<file path="src/rtl/ttm_pkg.sv">
// tape transport motor control: shared constants and types
// assumes a 100 MHz pclk and a 32-bit apb register port
package ttm_pkg;

    // ==================================================================
    // timing
    localparam int CLK_PERIOD_NS = 10;
    localparam int TICK_NS       = 1000;
    localparam int TICK_CYCLES   = TICK_NS / CLK_PERIOD_NS;
    localparam int DEAD_TIME_US  = 10;
    localparam int DEAD_TICKS    = (DEAD_TIME_US * 1000) / TICK_NS;

    // ==================================================================
    // register byte offsets
    localparam logic [7:0] OFS_CTRL     = 8'h00;
    localparam logic [7:0] OFS_HEAD     = 8'h04;
    localparam logic [7:0] OFS_STATUS   = 8'h08;
    localparam logic [7:0] OFS_COUNT    = 8'h0c;
    localparam logic [7:0] OFS_IRQ_STAT = 8'h10;
    localparam logic [7:0] OFS_IRQ_MASK = 8'h14;

    // head command bits
    localparam int HEAD_LOAD_BIT   = 0;
    localparam int HEAD_UNLOAD_BIT = 1;

    // event bits in irq status and mask
    localparam int EV_MODE     = 0;
    localparam int EV_LOADED   = 1;
    localparam int EV_UNLOADED = 2;
    localparam int EV_REEL     = 3;
    localparam int EV_W        = 4;

    // status field positions
    localparam int ST_MOTOR_LSB = 0;
    localparam int ST_HEAD_LSB  = 5;
    localparam int ST_SW_BIT    = 8;

    // reset values
    localparam logic [1:0]      CTRL_RST = 2'h0;
    localparam logic [EV_W-1:0] MASK_RST = 4'h0;

    // ==================================================================
    // software mode commands
    typedef enum logic [1:0] {
        CMD_STOP   = 2'h0,
        CMD_PLAY   = 2'h1,
        CMD_FAST   = 2'h2,
        CMD_REWIND = 2'h3
    } ttm_cmd_t;

    typedef enum logic [4:0] {
        M_STOP   = 5'h01,
        M_PLAY   = 5'h02,
        M_FAST   = 5'h04,
        M_REWIND = 5'h08,
        M_DEAD   = 5'h10
    } ttm_motor_t;

    typedef enum logic [2:0] {
        H_IDLE   = 3'h1,
        H_LOAD   = 3'h2,
        H_UNLOAD = 3'h4
    } ttm_head_t;

    // tape motor h-bridge and servo drive lines
    typedef struct packed {
        logic fast_fwd_source_n;
        logic forward_return;
        logic rewind_source;
        logic rewind_return_n;
        logic play_servo_disable;
    } ttm_bridge_t;

    localparam ttm_bridge_t BRIDGE_OFF = '{1'b1, 1'b0, 1'b0, 1'b1, 1'b0};

endpackage : ttm_pkg

</file>
<file path="src/rtl/ttm_top.sv">
// tape transport motor control with apb register port
// assumes apb master on pclk; switch and reel pulse pins are asynchronous
`timescale 1ns/1ps
`default_nettype none

module ttm_top #(
    parameter int CNT_W      = 16,
    parameter int DEAD_TICKS = ttm_pkg::DEAD_TICKS
) (
    input  wire logic        pclk,
    input  wire logic        presetn,
    input  wire logic        psel,
    input  wire logic        penable,
    input  wire logic        pwrite,
    input  wire logic [7:0]  paddr,
    input  wire logic [31:0] pwdata,
    output logic      [31:0] prdata,
    output logic             pready,
    output logic             pslverr,
    input  wire logic        head_position_switch,
    input  wire logic        reel_counter_pulse,
    output logic             fast_fwd_source_n,
    output logic             forward_return,
    output logic             rewind_source,
    output logic             rewind_return_n,
    output logic             play_servo_disable,
    output logic             head_motor_on,
    output logic             head_brake_n,
    output logic             irq
);

    generate
        if (CNT_W < 1 || CNT_W > 32 || DEAD_TICKS < 1) begin : g_chk
            $error("ttm_top: bad CNT_W or DEAD_TICKS");
        end
    endgenerate

    localparam int DW = $clog2(DEAD_TICKS + 1);

    // ==================================================================
    // pin synchronisers and divider
    logic [1:0] pins_s;
    logic       sw_closed;
    logic       reel_s;
    logic       tick;

    ttm_sync #(
        .W        (2)
    ) u_sync (
        .pclk     (pclk),
        .presetn  (presetn),
        .async_in ({reel_counter_pulse, head_position_switch}),
        .sync_out (pins_s)
    );

    assign sw_closed = pins_s[0];
    assign reel_s    = pins_s[1];

    ttm_tick #(
        .DIV     (ttm_pkg::TICK_CYCLES)
    ) u_tick (
        .pclk    (pclk),
        .presetn (presetn),
        .tick    (tick)
    );

    // ==================================================================
    // apb decode
    logic setup_ph;
    logic wr_acc;
    logic mapped;

    function automatic logic is_reg(input logic [7:0] a, input logic [7:0] o);
        return a == o;
    endfunction

    assign setup_ph = psel && !penable;
    assign wr_acc   = psel && penable && pwrite;
    assign mapped   = is_reg(paddr, ttm_pkg::OFS_CTRL)
                   || is_reg(paddr, ttm_pkg::OFS_HEAD)
                   || is_reg(paddr, ttm_pkg::OFS_STATUS)
                   || is_reg(paddr, ttm_pkg::OFS_COUNT)
                   || is_reg(paddr, ttm_pkg::OFS_IRQ_STAT)
                   || is_reg(paddr, ttm_pkg::OFS_IRQ_MASK);
    // zero wait states: every access completes in its first access cycle
    assign pready   = 1'b1;
    assign pslverr  = psel && penable && !mapped;

    logic wr_ctrl;
    logic wr_head;
    logic wr_count;
    logic wr_istat;
    logic wr_imask;

    assign wr_ctrl  = wr_acc && is_reg(paddr, ttm_pkg::OFS_CTRL);
    assign wr_head  = wr_acc && is_reg(paddr, ttm_pkg::OFS_HEAD);
    assign wr_count = wr_acc && is_reg(paddr, ttm_pkg::OFS_COUNT);
    assign wr_istat = wr_acc && is_reg(paddr, ttm_pkg::OFS_IRQ_STAT);
    assign wr_imask = wr_acc && is_reg(paddr, ttm_pkg::OFS_IRQ_MASK);

    // ==================================================================
    // software registers
    ttm_pkg::ttm_cmd_t     cmd_q;
    logic [ttm_pkg::EV_W-1:0] mask_q;

    always_ff @(posedge pclk or negedge presetn) begin
        if (!presetn) begin
            cmd_q <= ttm_pkg::ttm_cmd_t'(ttm_pkg::CTRL_RST);
        end else if (wr_ctrl) begin
            cmd_q <= ttm_pkg::ttm_cmd_t'(pwdata[1:0]);
        end
    end

    always_ff @(posedge pclk or negedge presetn) begin
        if (!presetn) begin
            mask_q <= ttm_pkg::MASK_RST;
        end else if (wr_imask) begin
            mask_q <= pwdata[ttm_pkg::EV_W-1:0];
        end
    end

    // ==================================================================
    // tape motor sequencer
    ttm_pkg::ttm_motor_t motor_q;
    ttm_pkg::ttm_motor_t motor_d;
    logic [DW-1:0]       dead_q;
    ttm_pkg::ttm_motor_t target;
    ttm_pkg::ttm_bridge_t bridge_q;
    ttm_pkg::ttm_bridge_t bridge_d;

    always_comb begin
        case (cmd_q)
            ttm_pkg::CMD_PLAY:   target = ttm_pkg::M_PLAY;
            ttm_pkg::CMD_FAST:   target = ttm_pkg::M_FAST;
            ttm_pkg::CMD_REWIND: target = ttm_pkg::M_REWIND;
            default:             target = ttm_pkg::M_STOP;
        endcase
    end

    always_comb begin
        motor_d = motor_q;
        case (motor_q)
            ttm_pkg::M_STOP: begin
                motor_d = target;
            end
            ttm_pkg::M_PLAY,
            ttm_pkg::M_FAST,
            ttm_pkg::M_REWIND: begin
                // any change of drive goes through all-off first
                if (target == ttm_pkg::M_STOP) begin
                    motor_d = ttm_pkg::M_STOP;
                end else if (target != motor_q) begin
                    motor_d = ttm_pkg::M_DEAD;
                end
            end
            ttm_pkg::M_DEAD: begin
                if (dead_q == '0) begin
                    motor_d = target;
                end
            end
            default: motor_d = ttm_pkg::M_STOP;
        endcase
    end

    always_ff @(posedge pclk or negedge presetn) begin
        if (!presetn) begin
            motor_q <= ttm_pkg::M_STOP;
        end else begin
            motor_q <= motor_d;
        end
    end

    // dead time counted in 1 us ticks; reloaded on entry to all-off
    always_ff @(posedge pclk or negedge presetn) begin
        if (!presetn) begin
            dead_q <= '0;
        end else if (motor_d == ttm_pkg::M_DEAD
                     && motor_q != ttm_pkg::M_DEAD) begin
            dead_q <= DW'(DEAD_TICKS);
        end else if (tick && dead_q != '0) begin
            dead_q <= dead_q - 1'b1;
        end
    end

    always_comb begin
        bridge_d = ttm_pkg::BRIDGE_OFF;
        case (motor_d)
            ttm_pkg::M_FAST: begin
                bridge_d.fast_fwd_source_n  = 1'b0;
                bridge_d.forward_return     = 1'b1;
                bridge_d.play_servo_disable = 1'b1;
            end
            ttm_pkg::M_REWIND: begin
                bridge_d.rewind_source      = 1'b1;
                bridge_d.rewind_return_n    = 1'b0;
                bridge_d.play_servo_disable = 1'b1;
            end
            ttm_pkg::M_PLAY: begin
                // servo owns the source transistor, so its line stays off
                bridge_d.forward_return     = 1'b1;
                bridge_d.play_servo_disable = 1'b0;
            end
            default: bridge_d = ttm_pkg::BRIDGE_OFF;
        endcase
    end

    always_ff @(posedge pclk or negedge presetn) begin
        if (!presetn) begin
            bridge_q <= ttm_pkg::BRIDGE_OFF;
        end else begin
            bridge_q <= bridge_d;
        end
    end

    assign fast_fwd_source_n  = bridge_q.fast_fwd_source_n;
    assign forward_return     = bridge_q.forward_return;
    assign rewind_source      = bridge_q.rewind_source;
    assign rewind_return_n    = bridge_q.rewind_return_n;
    assign play_servo_disable = bridge_q.play_servo_disable;

    // ==================================================================
    // head motor: switch opens at loaded end, closes at unloaded end
    ttm_pkg::ttm_head_t head_q;
    ttm_pkg::ttm_head_t head_d;
    logic load_req;
    logic unload_req;
    logic ev_loaded;
    logic ev_unloaded;

    assign load_req   = wr_head && pwdata[ttm_pkg::HEAD_LOAD_BIT];
    assign unload_req = wr_head && pwdata[ttm_pkg::HEAD_UNLOAD_BIT];

    always_comb begin
        head_d = head_q;
        case (head_q)
            ttm_pkg::H_IDLE: begin
                // a command already satisfied by the switch is ignored
                if (load_req && sw_closed) begin
                    head_d = ttm_pkg::H_LOAD;
                end else if (unload_req && !sw_closed) begin
                    head_d = ttm_pkg::H_UNLOAD;
                end
            end
            ttm_pkg::H_LOAD: begin
                if (!sw_closed) begin
                    head_d = ttm_pkg::H_IDLE;
                end
            end
            ttm_pkg::H_UNLOAD: begin
                if (sw_closed) begin
                    head_d = ttm_pkg::H_IDLE;
                end
            end
            default: head_d = ttm_pkg::H_IDLE;
        endcase
    end

    assign ev_loaded   = head_q == ttm_pkg::H_LOAD && !sw_closed;
    assign ev_unloaded = head_q == ttm_pkg::H_UNLOAD && sw_closed;

    always_ff @(posedge pclk or negedge presetn) begin
        if (!presetn) begin
            head_q        <= ttm_pkg::H_IDLE;
            head_motor_on <= 1'b0;
            head_brake_n  <= 1'b1;
        end else begin
            head_q        <= head_d;
            // one on/off line for both travel directions
            head_motor_on <= head_d != ttm_pkg::H_IDLE;
            // brake released from reset and while running, applied when a move ends at the switch
            if (head_d != ttm_pkg::H_IDLE) begin
                head_brake_n <= 1'b1;
            end else if (ev_loaded || ev_unloaded) begin
                head_brake_n <= 1'b0;
            end
        end
    end

    // ==================================================================
    // reel counter; the same pulse reaches the processor nmi off-chip
    logic             reel_d1_q;
    logic             reel_rise;
    logic [CNT_W-1:0] count_q;

    assign reel_rise = reel_s && !reel_d1_q;

    always_ff @(posedge pclk or negedge presetn) begin
        if (!presetn) begin
            reel_d1_q <= 1'b0;
            count_q   <= '0;
        end else begin
            reel_d1_q <= reel_s;
            if (wr_count) begin
                count_q <= CNT_W'(reel_rise);
            end else if (reel_rise) begin
                count_q <= count_q + 1'b1;
            end
        end
    end

    // ==================================================================
    // interrupts: sticky, write one to clear, set wins over clear
    logic [ttm_pkg::EV_W-1:0] istat_q;
    logic [ttm_pkg::EV_W-1:0] ev;
    logic [ttm_pkg::EV_W-1:0] clr;

    always_comb begin
        ev = '0;
        ev[ttm_pkg::EV_MODE]     = motor_d != motor_q
                                   && motor_d != ttm_pkg::M_DEAD;
        ev[ttm_pkg::EV_LOADED]   = ev_loaded;
        ev[ttm_pkg::EV_UNLOADED] = ev_unloaded;
        ev[ttm_pkg::EV_REEL]     = reel_rise;
    end

    assign clr = wr_istat ? pwdata[ttm_pkg::EV_W-1:0] : '0;

    always_ff @(posedge pclk or negedge presetn) begin
        if (!presetn) begin
            istat_q <= '0;
            irq     <= 1'b0;
        end else begin
            istat_q <= (istat_q & ~clr) | ev;
            irq     <= |(((istat_q & ~clr) | ev) & mask_q);
        end
    end

    // ==================================================================
    // read data captured in the setup cycle
    logic [31:0] rdata_d;

    always_comb begin
        rdata_d = '0;
        case (paddr)
            ttm_pkg::OFS_CTRL:     rdata_d[1:0] = cmd_q;
            ttm_pkg::OFS_STATUS: begin
                rdata_d[ttm_pkg::ST_MOTOR_LSB +: 5] = motor_q;
                rdata_d[ttm_pkg::ST_HEAD_LSB +: 3]  = head_q;
                rdata_d[ttm_pkg::ST_SW_BIT]         = sw_closed;
            end
            ttm_pkg::OFS_COUNT:    rdata_d[CNT_W-1:0] = count_q;
            ttm_pkg::OFS_IRQ_STAT: rdata_d[ttm_pkg::EV_W-1:0] = istat_q;
            ttm_pkg::OFS_IRQ_MASK: rdata_d[ttm_pkg::EV_W-1:0] = mask_q;
            default:               rdata_d = '0;
        endcase
    end

    always_ff @(posedge pclk or negedge presetn) begin
        if (!presetn) begin
            prdata <= '0;
        end else if (setup_ph && !pwrite) begin
            prdata <= rdata_d;
        end
    end

endmodule // ttm_top

`default_nettype wire

</file>
<file path="src/rtl/ttm_sync.sv">
// two-flop synchroniser for pin inputs
// assumes inputs are asynchronous levels; the first stage feeds only the second
`timescale 1ns/1ps
`default_nettype none

module ttm_sync #(
    parameter int W = 1
) (
    input  wire logic         pclk,
    input  wire logic         presetn,
    input  wire logic [W-1:0] async_in,
    output logic      [W-1:0] sync_out
);

    generate
        if (W < 1) begin : g_chk
            $error("ttm_sync: W must be at least 1");
        end
    endgenerate

    logic [W-1:0] meta_q;

    always_ff @(posedge pclk or negedge presetn) begin
        if (!presetn) begin
            meta_q   <= '0;
            sync_out <= '0;
        end else begin
            meta_q   <= async_in;
            sync_out <= meta_q;
        end
    end

endmodule // ttm_sync

`default_nettype wire

</file>
<file path="src/rtl/ttm_tick.sv">
// divider: one-cycle enable pulse every DIV clocks
// assumes a single free-running pclk
`timescale 1ns/1ps
`default_nettype none

module ttm_tick #(
    parameter int DIV = 100
) (
    input  wire logic pclk,
    input  wire logic presetn,
    output logic      tick
);

    generate
        if (DIV < 2) begin : g_chk
            $error("ttm_tick: DIV must be at least 2");
        end
    endgenerate

    localparam int CW = $clog2(DIV);
    localparam logic [CW-1:0] LAST = CW'(DIV - 1);

    logic [CW-1:0] cnt_q;

    always_ff @(posedge pclk or negedge presetn) begin
        if (!presetn) begin
            cnt_q <= '0;
            tick  <= 1'b0;
        end else begin
            tick  <= (cnt_q == LAST);
            cnt_q <= (cnt_q == LAST) ? '0 : cnt_q + 1'b1;
        end
    end

endmodule // ttm_tick

`default_nettype wire

</file>
<file path="config.mk">
export PLATFORM = sky130hd
export DESIGN_NAME = ttm_top
export DESIGN_NICKNAME = d
export VERILOG_FILES = /design/src/rtl/ttm_pkg.sv /design/src/rtl/ttm_top.sv /design/src/rtl/ttm_sync.sv /design/src/rtl/ttm_tick.sv
export SDC_FILE = /design/constraint.sdc
export NUM_CORES = 1
export LEC_CHECK = 0
export BUFFER_PORTS_ARGS = -buffer_cell sky130_fd_sc_hd__buf_2
export CAP_MARGIN = 5
export CORE_UTILIZATION = 58
export DETAILED_ROUTE_END_ITERATION = 8
export GPL_TIMING_DRIVEN = 1
export PLACE_DENSITY = 0.87
export SYNTH_ARGS = -nofsm -noshare
export SYNTH_HDL_FRONTEND = slang
export SYNTH_HIERARCHICAL = 1
export SYNTH_SLANG_ARGS = --single-unit
</file>
<file path="constraint.sdc">
create_clock -name pclk -period 4.8 [get_ports pclk]
set_input_delay 0.24 -clock pclk [delete_from_list [all_inputs] [get_ports pclk]]
set_output_delay 0.24 -clock pclk [all_outputs]
set_load 0.01 [all_outputs]
</file>
; Word level (Yosys, flattened, before mapping)
; Cells that the tools add are included.
[word_totals]
regBits = 75
elab_cells = 122
output_inout_bits = 42
input_bits = 47
[op_classes]
eq_ne = 27
add_sub_neg = 3
bitwise_logic = 4
n_reduce_logical = 41
n_mux = 26
[ops]
columns = op, count
row1 = two-way mux 16 bit, 2
row2 = logical AND 1 bit, 20
row3 = "adder 16 x 1 -> 16 bit, second input constant", 1
row4 = "== test 8 x 4 -> 1 bit, second input constant", 2
row5 = "== test 8 x 5 -> 1 bit, second input constant", 2
row6 = two-way mux 5 bit, 3
row7 = case mux 5 bit (3 select lines), 1
row8 = two-way mux 7 bit, 2
row9 = two-way mux 3 bit, 4
row10 = two-way mux 4 bit, 3
row11 = case mux 4 bit (3 select lines), 1
row12 = "== test 5 x 1 -> 1 bit, second input constant", 2
row13 = "== test 5 x 2 -> 1 bit, second input constant", 2
row14 = "== test 5 x 3 -> 1 bit, second input constant", 2
row15 = "== test 5 x 4 -> 1 bit, second input constant", 2
row16 = "== test 5 bit, second input constant", 2
row17 = inequality test 5 bit, 2
row18 = "inequality test 5 bit, second input constant", 2
row19 = case mux 2 bit (5 select lines), 1
row20 = case mux 5 bit (2 select lines), 1
row21 = case mux 3 bit (3 select lines), 1
row22 = AND 4 bit, 2
row23 = "== test 8 x 3 -> 1 bit, second input constant", 1
row24 = logical NOT 8 bit, 1
row25 = 22 further kinds, 39

; Depth between registers and ports, before layout
; Gate-level depths: netlist of the first run.
[logic_depth]
depth_word = 11
depth_mapped = 8
ltp_nobuf = 6

; By module
; The synthesis of the first run kept the hierarchy.
[modules_own_cells]
columns = mod, cells_per_inst, seq_area_each_um2, area_each_um2, instances
row1 = ttm_top, 352, 1582.8, 3296.9, 1
row2 = ttm_tick, 30, 200.2, 370.4, 1
row3 = ttm_sync, 4, 100.1, 100.1, 1

; Worst setup path before layout of the first run
; OpenSTA, ideal clock, no wires.
[synth_timing]
path_kind = reg2reg
from = register motor_q[1]
to = register irq
slack_ns = 2.858
required_time_ns = 4.674
arrival_ns = 1.816
period_less_slack_ns = 1.942
n_path_buf = 0
setup_time_ns = 0.126
stages_incl_launch_ff = 6
cell_sequence = dfrtp_1 > or2_1 > or3_1 > a221o_1 > a32o_1 > a221o_1
[synth_between]
elab_chain_cells = 9
elab_cells_between_ends = 17
cone_classes = eq/ne: 8 / mux: 4 / bitwise: 2 / reduce/logical: 3
[synth_lines]
columns = item, line_no
row1 = from (decl), ttm_top.sv:124  ; ttm_pkg::ttm_motor_t motor_q;
row2 = from (signal assigned), ttm_top.sv:167  ; motor_q <= ttm_pkg::M_STOP;
row3 = from (signal assigned), ttm_top.sv:169  ; motor_q <= motor_d;
row4 = inequality test 5 bit, ttm_top.sv:152  ; end else if (target != motor_q) begin
row5 = two-way mux 5 bit, ttm_top.sv:152
row6 = two-way mux 5 bit, ttm_top.sv:150  ; if (target == ttm_pkg::M_STOP) begin
row7 = case mux 5 bit (3 select lines), ttm_top.sv:142  ; case (motor_q)
row8 = "inequality test 5 bit, on equally long branches", "ttm_top.sv:309, ttm_top.sv:310"
row9 = logical AND 1 bit *, ttm_top.sv:310  ; && motor_d != ttm_pkg::M_DEAD;
row10 = OR 4 bit *, ttm_top.sv:324  ; irq <= |(((istat_q & ~clr) | ev) & mask_q);
row11 = AND 4 bit *, ttm_top.sv:324
row12 = OR reduction 4 bit *, ttm_top.sv:324
row13 = to (signal assigned), ttm_top.sv:324
row14 = to (decl), ttm_top.sv:29  ; output logic irq
; Mark *: on every way between the ends. The rest lies on a longest branch, timed or not.
; A chain may end at the register's enable or synchronous reset.

; Worst setup path in the final report of the first run
[layout_timing]
from = input paddr[1]
to = register count_q[0]
[layout_between]
elab_chain_cells = 3
elab_cells_between_ends = 4
cone_classes = eq/ne: 1 / mux: 1 / reduce/logical: 2
[layout_lines]
columns = item, line_no
row1 = from (decl), ttm_top.sv:15  ; input wire logic [7:0] paddr,
row2 = == test 8 x 4 -> 1 bit *, ttm_top.sv:74  ; return a == o;
row3 = logical AND 1 bit *, ttm_top.sv:97  ; assign wr_count = wr_acc && is_reg(paddr, ttm_pkg::OFS_COUNT);
row4 = two-way mux 16 bit / nonzero test 2 bit (equally long branches), n/a
row5 = to (signal assigned), ttm_top.sv:294  ; count_q <= CNT_W'(reel_rise);
row6 = to (signal assigned), ttm_top.sv:296  ; count_q <= count_q + 1'b1;
row7 = to (decl), ttm_top.sv:283  ; logic [CNT_W-1:0] count_q;
; Marks and branches as above.

==> results of run 1 <==
==> sequential cells by signal, indices dropped and copies added, names as in the netlist, 2 cells and up <==
name	cells
u_sync/sync_out	2
u_sync/meta_q	2
mask_q	4
prdata	16
cmd_q	2
motor_q	5
istat_q	4
u_tick/cnt_q	7
dead_q	4
count_q	16
head_q	3
==> layout by cell type, fill, tap and decap left out, types with 3 or more instances in the layout <==
master    count
nand3_1      15
dfrtp_1      70
nor2_1       45
a31oi_1       8
a32o_1        4
dfstp_2       5
a21oi_1       7
xnor2_1      12
nor2b_1       6
mux2i_1       6
nor3_1        3
nand4_1       8
nand2b_1      3
or2_1         4
inv_1         8
nand3b_1      4
mux2_2        3
and2_1        4
o21ai_0      18
xor2_1        6
or3_1         6
clkinv_2      3
mux2_1        4
nand2_1      54
conb_1       17
clkbuf_8     11
buf_2        43
a221oi_1      9
ha_1          4
==> power by group through the flow <==
stage               combinational [mW]  sequential, mW  clock [mW]
global route                     0.220           0.803       0.574
floorplan                        0.147           0.784           0
detailed placement               0.191           0.802           0
finish                           0.194           0.793       0.537
global placement                 0.182           0.796           0
CTS                              0.195           0.791       0.550
==> final cells by class <==
cell class	count	area [um^2]	share of cell area (%)
clock inverters	5	75.1	1.79
clock buffers	11	151	3.62
flip-flops and latches	75	1880	45.0
repair buffers	46	243	5.80
multi-input cells	284	1710	40.9
inverters	8	30.0	0.717
well taps	75	93.8	2.24
==> Yosys cell counts (3+ instances only) <==
library cell,count
xnor2_1,12
nor2b_1,6
nor3_1,3
a32o_1,4
or2_1,4
or3_1,6
nand2b_1,3
nand4_1,8
ha_1,4
mux2_1,4
mux2_2,3
nand3_1,15
a31oi_1,8
dfstp_2,5
xor2_1,6
o21ai_0,18
buf_2,7
dfrtp_1,70
nand3b_1,4
mux2i_1,6
and2_1,4
inv_1,8
a21oi_1,7
a221oi_1,9
clkbuf_1,10
buf_4,17
nand2_1,54
nor2_1,45
==> timing repair <==
action,CTS,global route
endpoints found under the hold margin,2,0
hold buffers,2,0
setup endpoints to repair,0,0
buffers inserted,0,0
==> worst reg2reg max path: stages, from the launching register on <==
cell and delay (ns):
dfrtp_1 0.52, or2_1 0.34, or3_1 0.37, a221o_1 0.36, a32o_1 0.27, a221o_1 0.30
==> routing by layer <==
metal	vias up	part of all wire [%]	global-route usage (%)
met2	114	47	34.9
met1	1398	45	30.6
met5	-	0	0
li1	1388	-	-
met3	13	6.1	5.16
met4	0	1.7	10.2
==> worst paths after layout <==
kind	from	endpoint	slack, ns	depth (start not counted)
worst max-delay path	paddr[1]	count_q[0]	2.03	7
worst min-delay path	presetn	motor_q[3]	0.08	2
worst max register to register	motor_q[3]	irq	2.53	5
worst min register to register	u_sync/meta_q[0]	u_sync/sync_out[0]	0.35	0
max in group asynchronous	presetn	u_tick/tick	4.10	2
min in group pclk	pwdata[2]	mask_q[2]	0.12	2
==> logic make-up after synthesis <==
family,after synthesis
other,2
muxes,13
and+or+nand+nor,174
DFF,75
adders and majority gates,4
xor gates and xnor gates,18
AOI/OAI and AO/OA,58
buffers and inverters,42
==> out/metrics.yaml, run 1 <==
setup_path:
  cp_slowest_stage_delay_ns: 0.91
  cp_num_buf_inv: 1
  path_class: "in2reg"
  worstPathCellList: "buf_2 > or2_2 > nor4_1 > and4b_1 > nor2b_1 > nand2b_1 > xnor2_1"
  slowest_stage: "nor2b_1"
  worstPathRequired_ns: 5.01
  crit_path_start_kind: "input pin"
  end_kind: "flip-flop"
  crit_family: "simple AND/OR/NAND/NOR gates"
  cp_max_fo: 17
  cp.arrival_ns: 2.98
sta:
  timing.final.crit_share_pct: 57.7
  fin_ws_ns: 2.03
  hold_ws_ns: 0.0804
  worstMarginPinSlew_ns: 1.24
  hold_viol: 0
  slew_headroom_pct: 17.3
  skew_ns: 0.00917
  rsz0062_at_grt: "false"
  period_minus_slack_ns: 2.77
  fmax_ghz: 0.361
  maxSlewViolCount: 0
  tns_ns: 0
  setup_violations: 0
floorplan:
  initial_core_util_pct: 61.8
  core_area_mm2: 0.00610
  rows: 28
  die_w_um: 82.6
  die_h_um: 82.6
  dieArea_mm2: 0.00682
  pin_count: 89
logic_synthesis:
  ys.flop_type: "dfrtp_1"
  synth-simple-area-share_pct: 23.8
  ys_types: 55
  synth_mux_area_share_pct: 3.69
  synth_area_mm2: 0.00377
  ys_async_sr_fraction_pct: 100
  synth_edf_count: 0
  yosys.area.top_type: "dfrtp_1"
  avgSynthCellArea_um2: 9.76
  synthTopCellsByArea: "dfrtp_1 (46%), nand2_1 (5.4%), nor2_1 (4.5%)"
  synthAdderAreaFrac_pct: 1.33
  ys_seq_area_share_pct: 50.0
  yosys_warnings: 6
  synth-compound-area-share_pct: 10.7
  ys_ff_latch: 75
  synth_top_family_by_area: "simple AND/OR/NAND/NOR gates"
  synthXorXnorAreaFrac_pct: 4.18
  synth_top_area_share_pct: 46.5
  synthCells: 386
clock_tree:
  clockRootBuffer: "clkbuf_8"
  numCtsBuffers: 9
  ctsResizeCount: 0
  cts.htree.levels: 3
  cts_sinks: 75
  tritoncts: "done"
  cts.path.max_buffers: 2
  clk_latency_ns: 0.35
  path_clk_slew_ns: 0.08
grt:
  grt_pass1_vias: 2555
  antenna_found_initial: 0
  grt_pass1_wl_um: 11500
  grt_use_total_pct: 22.7
  grt-ovfl-total: 0
  grt_max_degree: 76
drt:
  wl_per_cell_um: 14.0
  via_per_inst: 5.78
  drc: 0
  wl_um: 7050
  first_pass_iters: 5
  drt.antenna.violating_nets: 0
  drt-initial-drc-count: 176
  via_count: 2913
placement:
  placed_cells: 486
  place_ws_ns: 1.72
  gp_congestion: 0.849
  portBuffers: 43
  place_hpwl_um: 4910
  dpl_cell_area_mm2: 0.00394
finish:
  fin_nets: 475
  drive_above_1_share_pct: 19.3
  final_cells: 504
  postLayoutCoreUtil_pct: 68.7
  antenna_cells: 0
  postLayoutCellArea_mm2: 0.00419
  area_delta_synth_final_pct: 11.1
  fillCellCount: 473
power:
  combPwrFrac_pct: 12.7
  p_int_mw: 1.11
  switching_power_mw: 0.415
  pwr-share-clk_pct: 35.2
  power_leakage_nw: 1.94
  power_density_mw_per_mm2: 364
  ir_drop_uv: 303
  power_mw: 1.52
  pwr-share-seq_pct: 52.0
  switching_share_pct: 27.2
job:
  max_cap_viol_count: 0
hold_path:
  hp-class: "in2async"
run_status:
  status: "finished, final reports clean"
Power figures use the tool's default switching activity.
==> run 2: changes to the inputs <==
- ABC_AREA: unset -> 1
- CORE_UTILIZATION: 58 -> 54
- PLACE_DENSITY: 0.87 -> 0.82
- clock period: 4.8 -> 2.8 ns (I/O delays scaled with it)
==> out/metrics.yaml, run 2 <==
drt:
  drt-initial-drc-count: 334  # was 176
  wl_um: 8030  # was 7050 um
  first_pass_iters: 5  # unchanged
  via_count: 3271  # was 2913
  wl_per_cell_um: 12.9  # was 14.0 um
  via_per_inst: 5.26  # was 5.78
  drc: 0  # unchanged
  drt.antenna.violating_nets: 0  # unchanged
logic_synthesis:
  synth_edf_count: 0  # unchanged
  ys.flop_type: "dfrtp_1"  # unchanged
  ys_ff_latch: 75  # unchanged
  synth_top_area_share_pct: 45.5  # was 46.5%
  yosys_warnings: 6  # unchanged
  avgSynthCellArea_um2: 8.19  # was 9.76 um^2
  yosys.area.top_type: "dfrtp_1"  # unchanged
  ys_seq_area_share_pct: 48.9  # was 50.0%
  synth.top_cells.by_count: "nand2_1 (119), dfrtp_1 (70), inv_1 (49), nor2_1 (37), nand3_1 (24)"  # was dfrtp_1 (70), nand2_1 (54), nor2_1 (45), o21ai_0 (18), buf_4 (17)
  synthTopCellsByArea: "dfrtp_1 (46%), nand2_1 (12%), inv_1 (4.8%)"  # was dfrtp_1 (46%), nand2_1 (5.4%), nor2_1 (4.5%)
  synth_most_common_cell: "nand2_1"  # was dfrtp_1
  ys_types: 37  # was 55
  synth_area_mm2: 0.00385  # was 0.00377 mm^2
  synthCells: 470  # was 386
  ys_async_sr_fraction_pct: 100  # unchanged
finish:
  fillCellCount: 592  # was 473
  postLayoutCoreUtil_pct: 63.8  # was 68.7%
  antenna_cells: 0  # unchanged
  area_delta_synth_final_pct: 13.2  # was 11.1%
  mostFrequentLayoutCells: "nand2_1 (119), dfrtp_1 (70), inv_1 (49), buf_2 (42), nor2_1 (37)"  # was dfrtp_1 (70), nand2_1 (54), nor2_1 (45), buf_2 (43), o21ai_0 (18)
  drive_above_1_share_pct: 20.7  # was 19.3%
  postLayoutCellArea_mm2: 0.00436  # was 0.00419 mm^2
  reg_top3: "count_q (16), prdata (16), u_tick/cnt_q (7)"  # unchanged
  fin_nets: 572  # was 475
  final_common_cell: "nand2_1"  # was dfrtp_1
  final_cells: 622  # was 504
floorplan:
  dieArea_mm2: 0.00747  # was 0.00682 mm^2
  initial_core_util_pct: 56.3  # was 61.8%
  rows: 30  # was 28
  pin_count: 89  # unchanged
  die_h_um: 86.4  # was 82.6 um
  core_area_mm2: 0.00683  # was 0.00610 mm^2
  die_w_um: 86.4  # was 82.6 um
clock_tree:
  tritoncts: "done"  # unchanged
  cts.path.max_buffers: 2  # unchanged
  cts-hold-fix-buffers: 3  # was 2
  cts_sinks: 75  # unchanged
  post_cts_buffers: 0  # unchanged
  cts.htree.levels: 3  # unchanged
  ctsResizeCount: 0  # unchanged
  path_clk_slew_ns: 0.07  # was 0.08 ns
  clk_latency_ns: 0.36  # was 0.35 ns
  numCtsBuffers: 9  # unchanged
  clockRootBuffer: "clkbuf_8"  # unchanged
setup_path:
  crit_path_start_kind: "flip-flop"  # was input pin
  critPathLaunch: "cmd_q[1]"  # was paddr[1]
  rr_endpoint: "irq"  # unchanged
  r2r_start: "cmd_q[1]"  # was motor_q[3]
  slowest_stage: "dfrtp_1"  # was nor2b_1
  cp_max_fo: 10  # was 17
  crit_end: "irq"  # was count_q[0]
  worstPathRequired_ns: 3.04  # was 5.01 ns
  cp_slowest_stage_delay_ns: 0.50  # was 0.91 ns
  r2r_slack_ns: 0.86  # was 2.53 ns
  cpMostUsedCell: "nand2_1"
  path_class: "reg2reg"  # was in2reg
  worstPathCellList: "nand2_1 > inv_1 > nand2_1 > nand2_1 > nor2_2 > nand2_2 > a21oi_1 > nand2_1 > nor2_1 > nand2_1 > nand2_1 > nand2_1 > nand2_1 > nand2_1"  # was buf_2 > or2_2 > nor4_1 > and4b_1 > nor2b_1 > nand2b_1 > xnor2_1
  r2r_cells: 14  # was 5
  cp.arrival_ns: 2.19  # was 2.98 ns
  end_kind: "flip-flop"  # unchanged
run_status:
  status: "finished, final reports clean"  # unchanged
power:
  ir_drop_uv: 351  # was 303 uV
  switching_share_pct: 28.1  # was 27.2%
  power_mw: 2.61  # was 1.52 mW
  combPwrFrac_pct: 15.9  # was 12.7%
  power_leakage_nw: 2.26  # was 1.94 nW
  pwr-share-seq_pct: 48.1  # was 52.0%
  pwr-share-clk_pct: 35.9  # was 35.2%
  p_int_mw: 1.88  # was 1.11 mW
  switching_power_mw: 0.735  # was 0.415 mW
  power_density_mw_per_mm2: 600  # was 364 mW/mm^2
sta:
  fmax_ghz: 0.514
  slew_headroom_pct: 38.6  # was 17.3%
  setup_violations: 0  # unchanged
  fin_ws_ns: 0.855  # was 2.03 ns
  skew_ns: 0.0136  # was 0.00917 ns
  timing.final.crit_share_pct: 69.5
  period_minus_slack_ns: 1.94
  tns_ns: 0  # unchanged
  rsz0062_at_grt: "false"  # unchanged
  hold_ws_ns: 0.0227  # was 0.0804 ns
  worstMarginPinSlew_ns: 0.920  # was 1.24 ns
  maxSlewViolCount: 0  # unchanged
  hold_viol: 0  # unchanged
grt:
  grt_max_degree: 76  # unchanged
  grt-ovfl-total: 0  # unchanged
  antenna_found_initial: 0  # unchanged
  grt_pass1_vias: 3114  # was 2555
  grt_use_total_pct: 24.1  # was 22.7%
  grt_pass1_wl_um: 13800  # was 11500 um
hold_path:
  min_from: "pwdata[3]"
  hp-class: "in2reg"  # was in2async
placement:
  gp_congestion: 0.849  # about the same
  dpl_cell_area_mm2: 0.00410  # was 0.00394 mm^2
  place_ws_ns: 0.818  # was 1.72 ns
  place_hpwl_um: 5970  # was 4910 um
  placed_cells: 603  # was 486
  portBuffers: 43  # unchanged
job:
  max_cap_viol_count: 0  # unchanged
-- run 2: changes by cell type after synthesis, sizes merged, moves of 9 or more --
cell | before | now
nand2 | 54 | 126
inv | 8 | 64
nand3 | 15 | 28
a21oi | 7 | 18
nor3 | 5 | 16
xnor2 | 12 | 1
a221oi | 9 | 0
-- run 2: how the worst min path moves through the flow --
| stage | cells after the start | to | slack (ns) |
|---|---|---|---|
| after floorplan | 0 | cmd_q[0] | -0.16 |
| after global placement | 1 | u_sync/meta_q[1] | 0.25 |
| after detailed placement | 1 | u_sync/meta_q[1] | 0.25 |
| after CTS | 3 | mask_q[3] | 0.02 |
| after global routing | 3 | mask_q[3] | 0.03 |
| final | 3 | mask_q[3] | 0.02 |
-- run 2: cells by family after synthesis --
group                    synth area share, %
other                                  0.195
flip-flops                              48.9
AO/OA/AOI/OAI                           10.5
buffers and inverters                   10.2
XOR/XNOR                                1.37
adder cells (fa/ha/maj)                 1.30
AND/OR/NAND/NOR                         27.5
-- run 2: power groups by stage --
| stage | Clock [mW] | Combinational, mW | Sequential, mW |
|---|---|---|---|
| after CTS | 0.955 | 0.418 | 1.26 |
| after global placement | 0 | 0.395 | 1.27 |
| final | 0.939 | 0.417 | 1.26 |
| after detailed placement | 0 | 0.411 | 1.28 |
| after global routing | 0.997 | 0.477 | 1.27 |
| after floorplan | 0 | 0.309 | 1.27 |
-- run 2: final cells by class --
class / instances / area (um^2) / area share, %
flip-flops and latches: 75 / 1880 / 43.2
multi-input cells: 324 / 1630 / 37.4
repair buffers: 47 / 255 / 5.86
inverters: 64 / 240 / 5.52
clock buffers: 12 / 155 / 3.56
well taps: 96 / 120 / 2.76
clock inverters: 4 / 73.8 / 1.69
-- run 2: layer usage --
layer / vias up / GRT usage, % / part of all wire (%)
met3: 16 / 4.19 / 6.2
met4: 0 / 11.5 / 2.1
met5: - / 0 / 0
met1: 1542 / 32.3 / 44
met2: 127 / 38.2 / 47
li1: 1586 / - / -
-- run 2: worst max-delay path: cells and delay by family (launching register included) --
family	cells	cell delay, ns
DFF	1	0.50
AOI/OAI and AO/OA	1	0.20
and+or+nand+nor	12	1.05
buffers and inverters	1	0.08
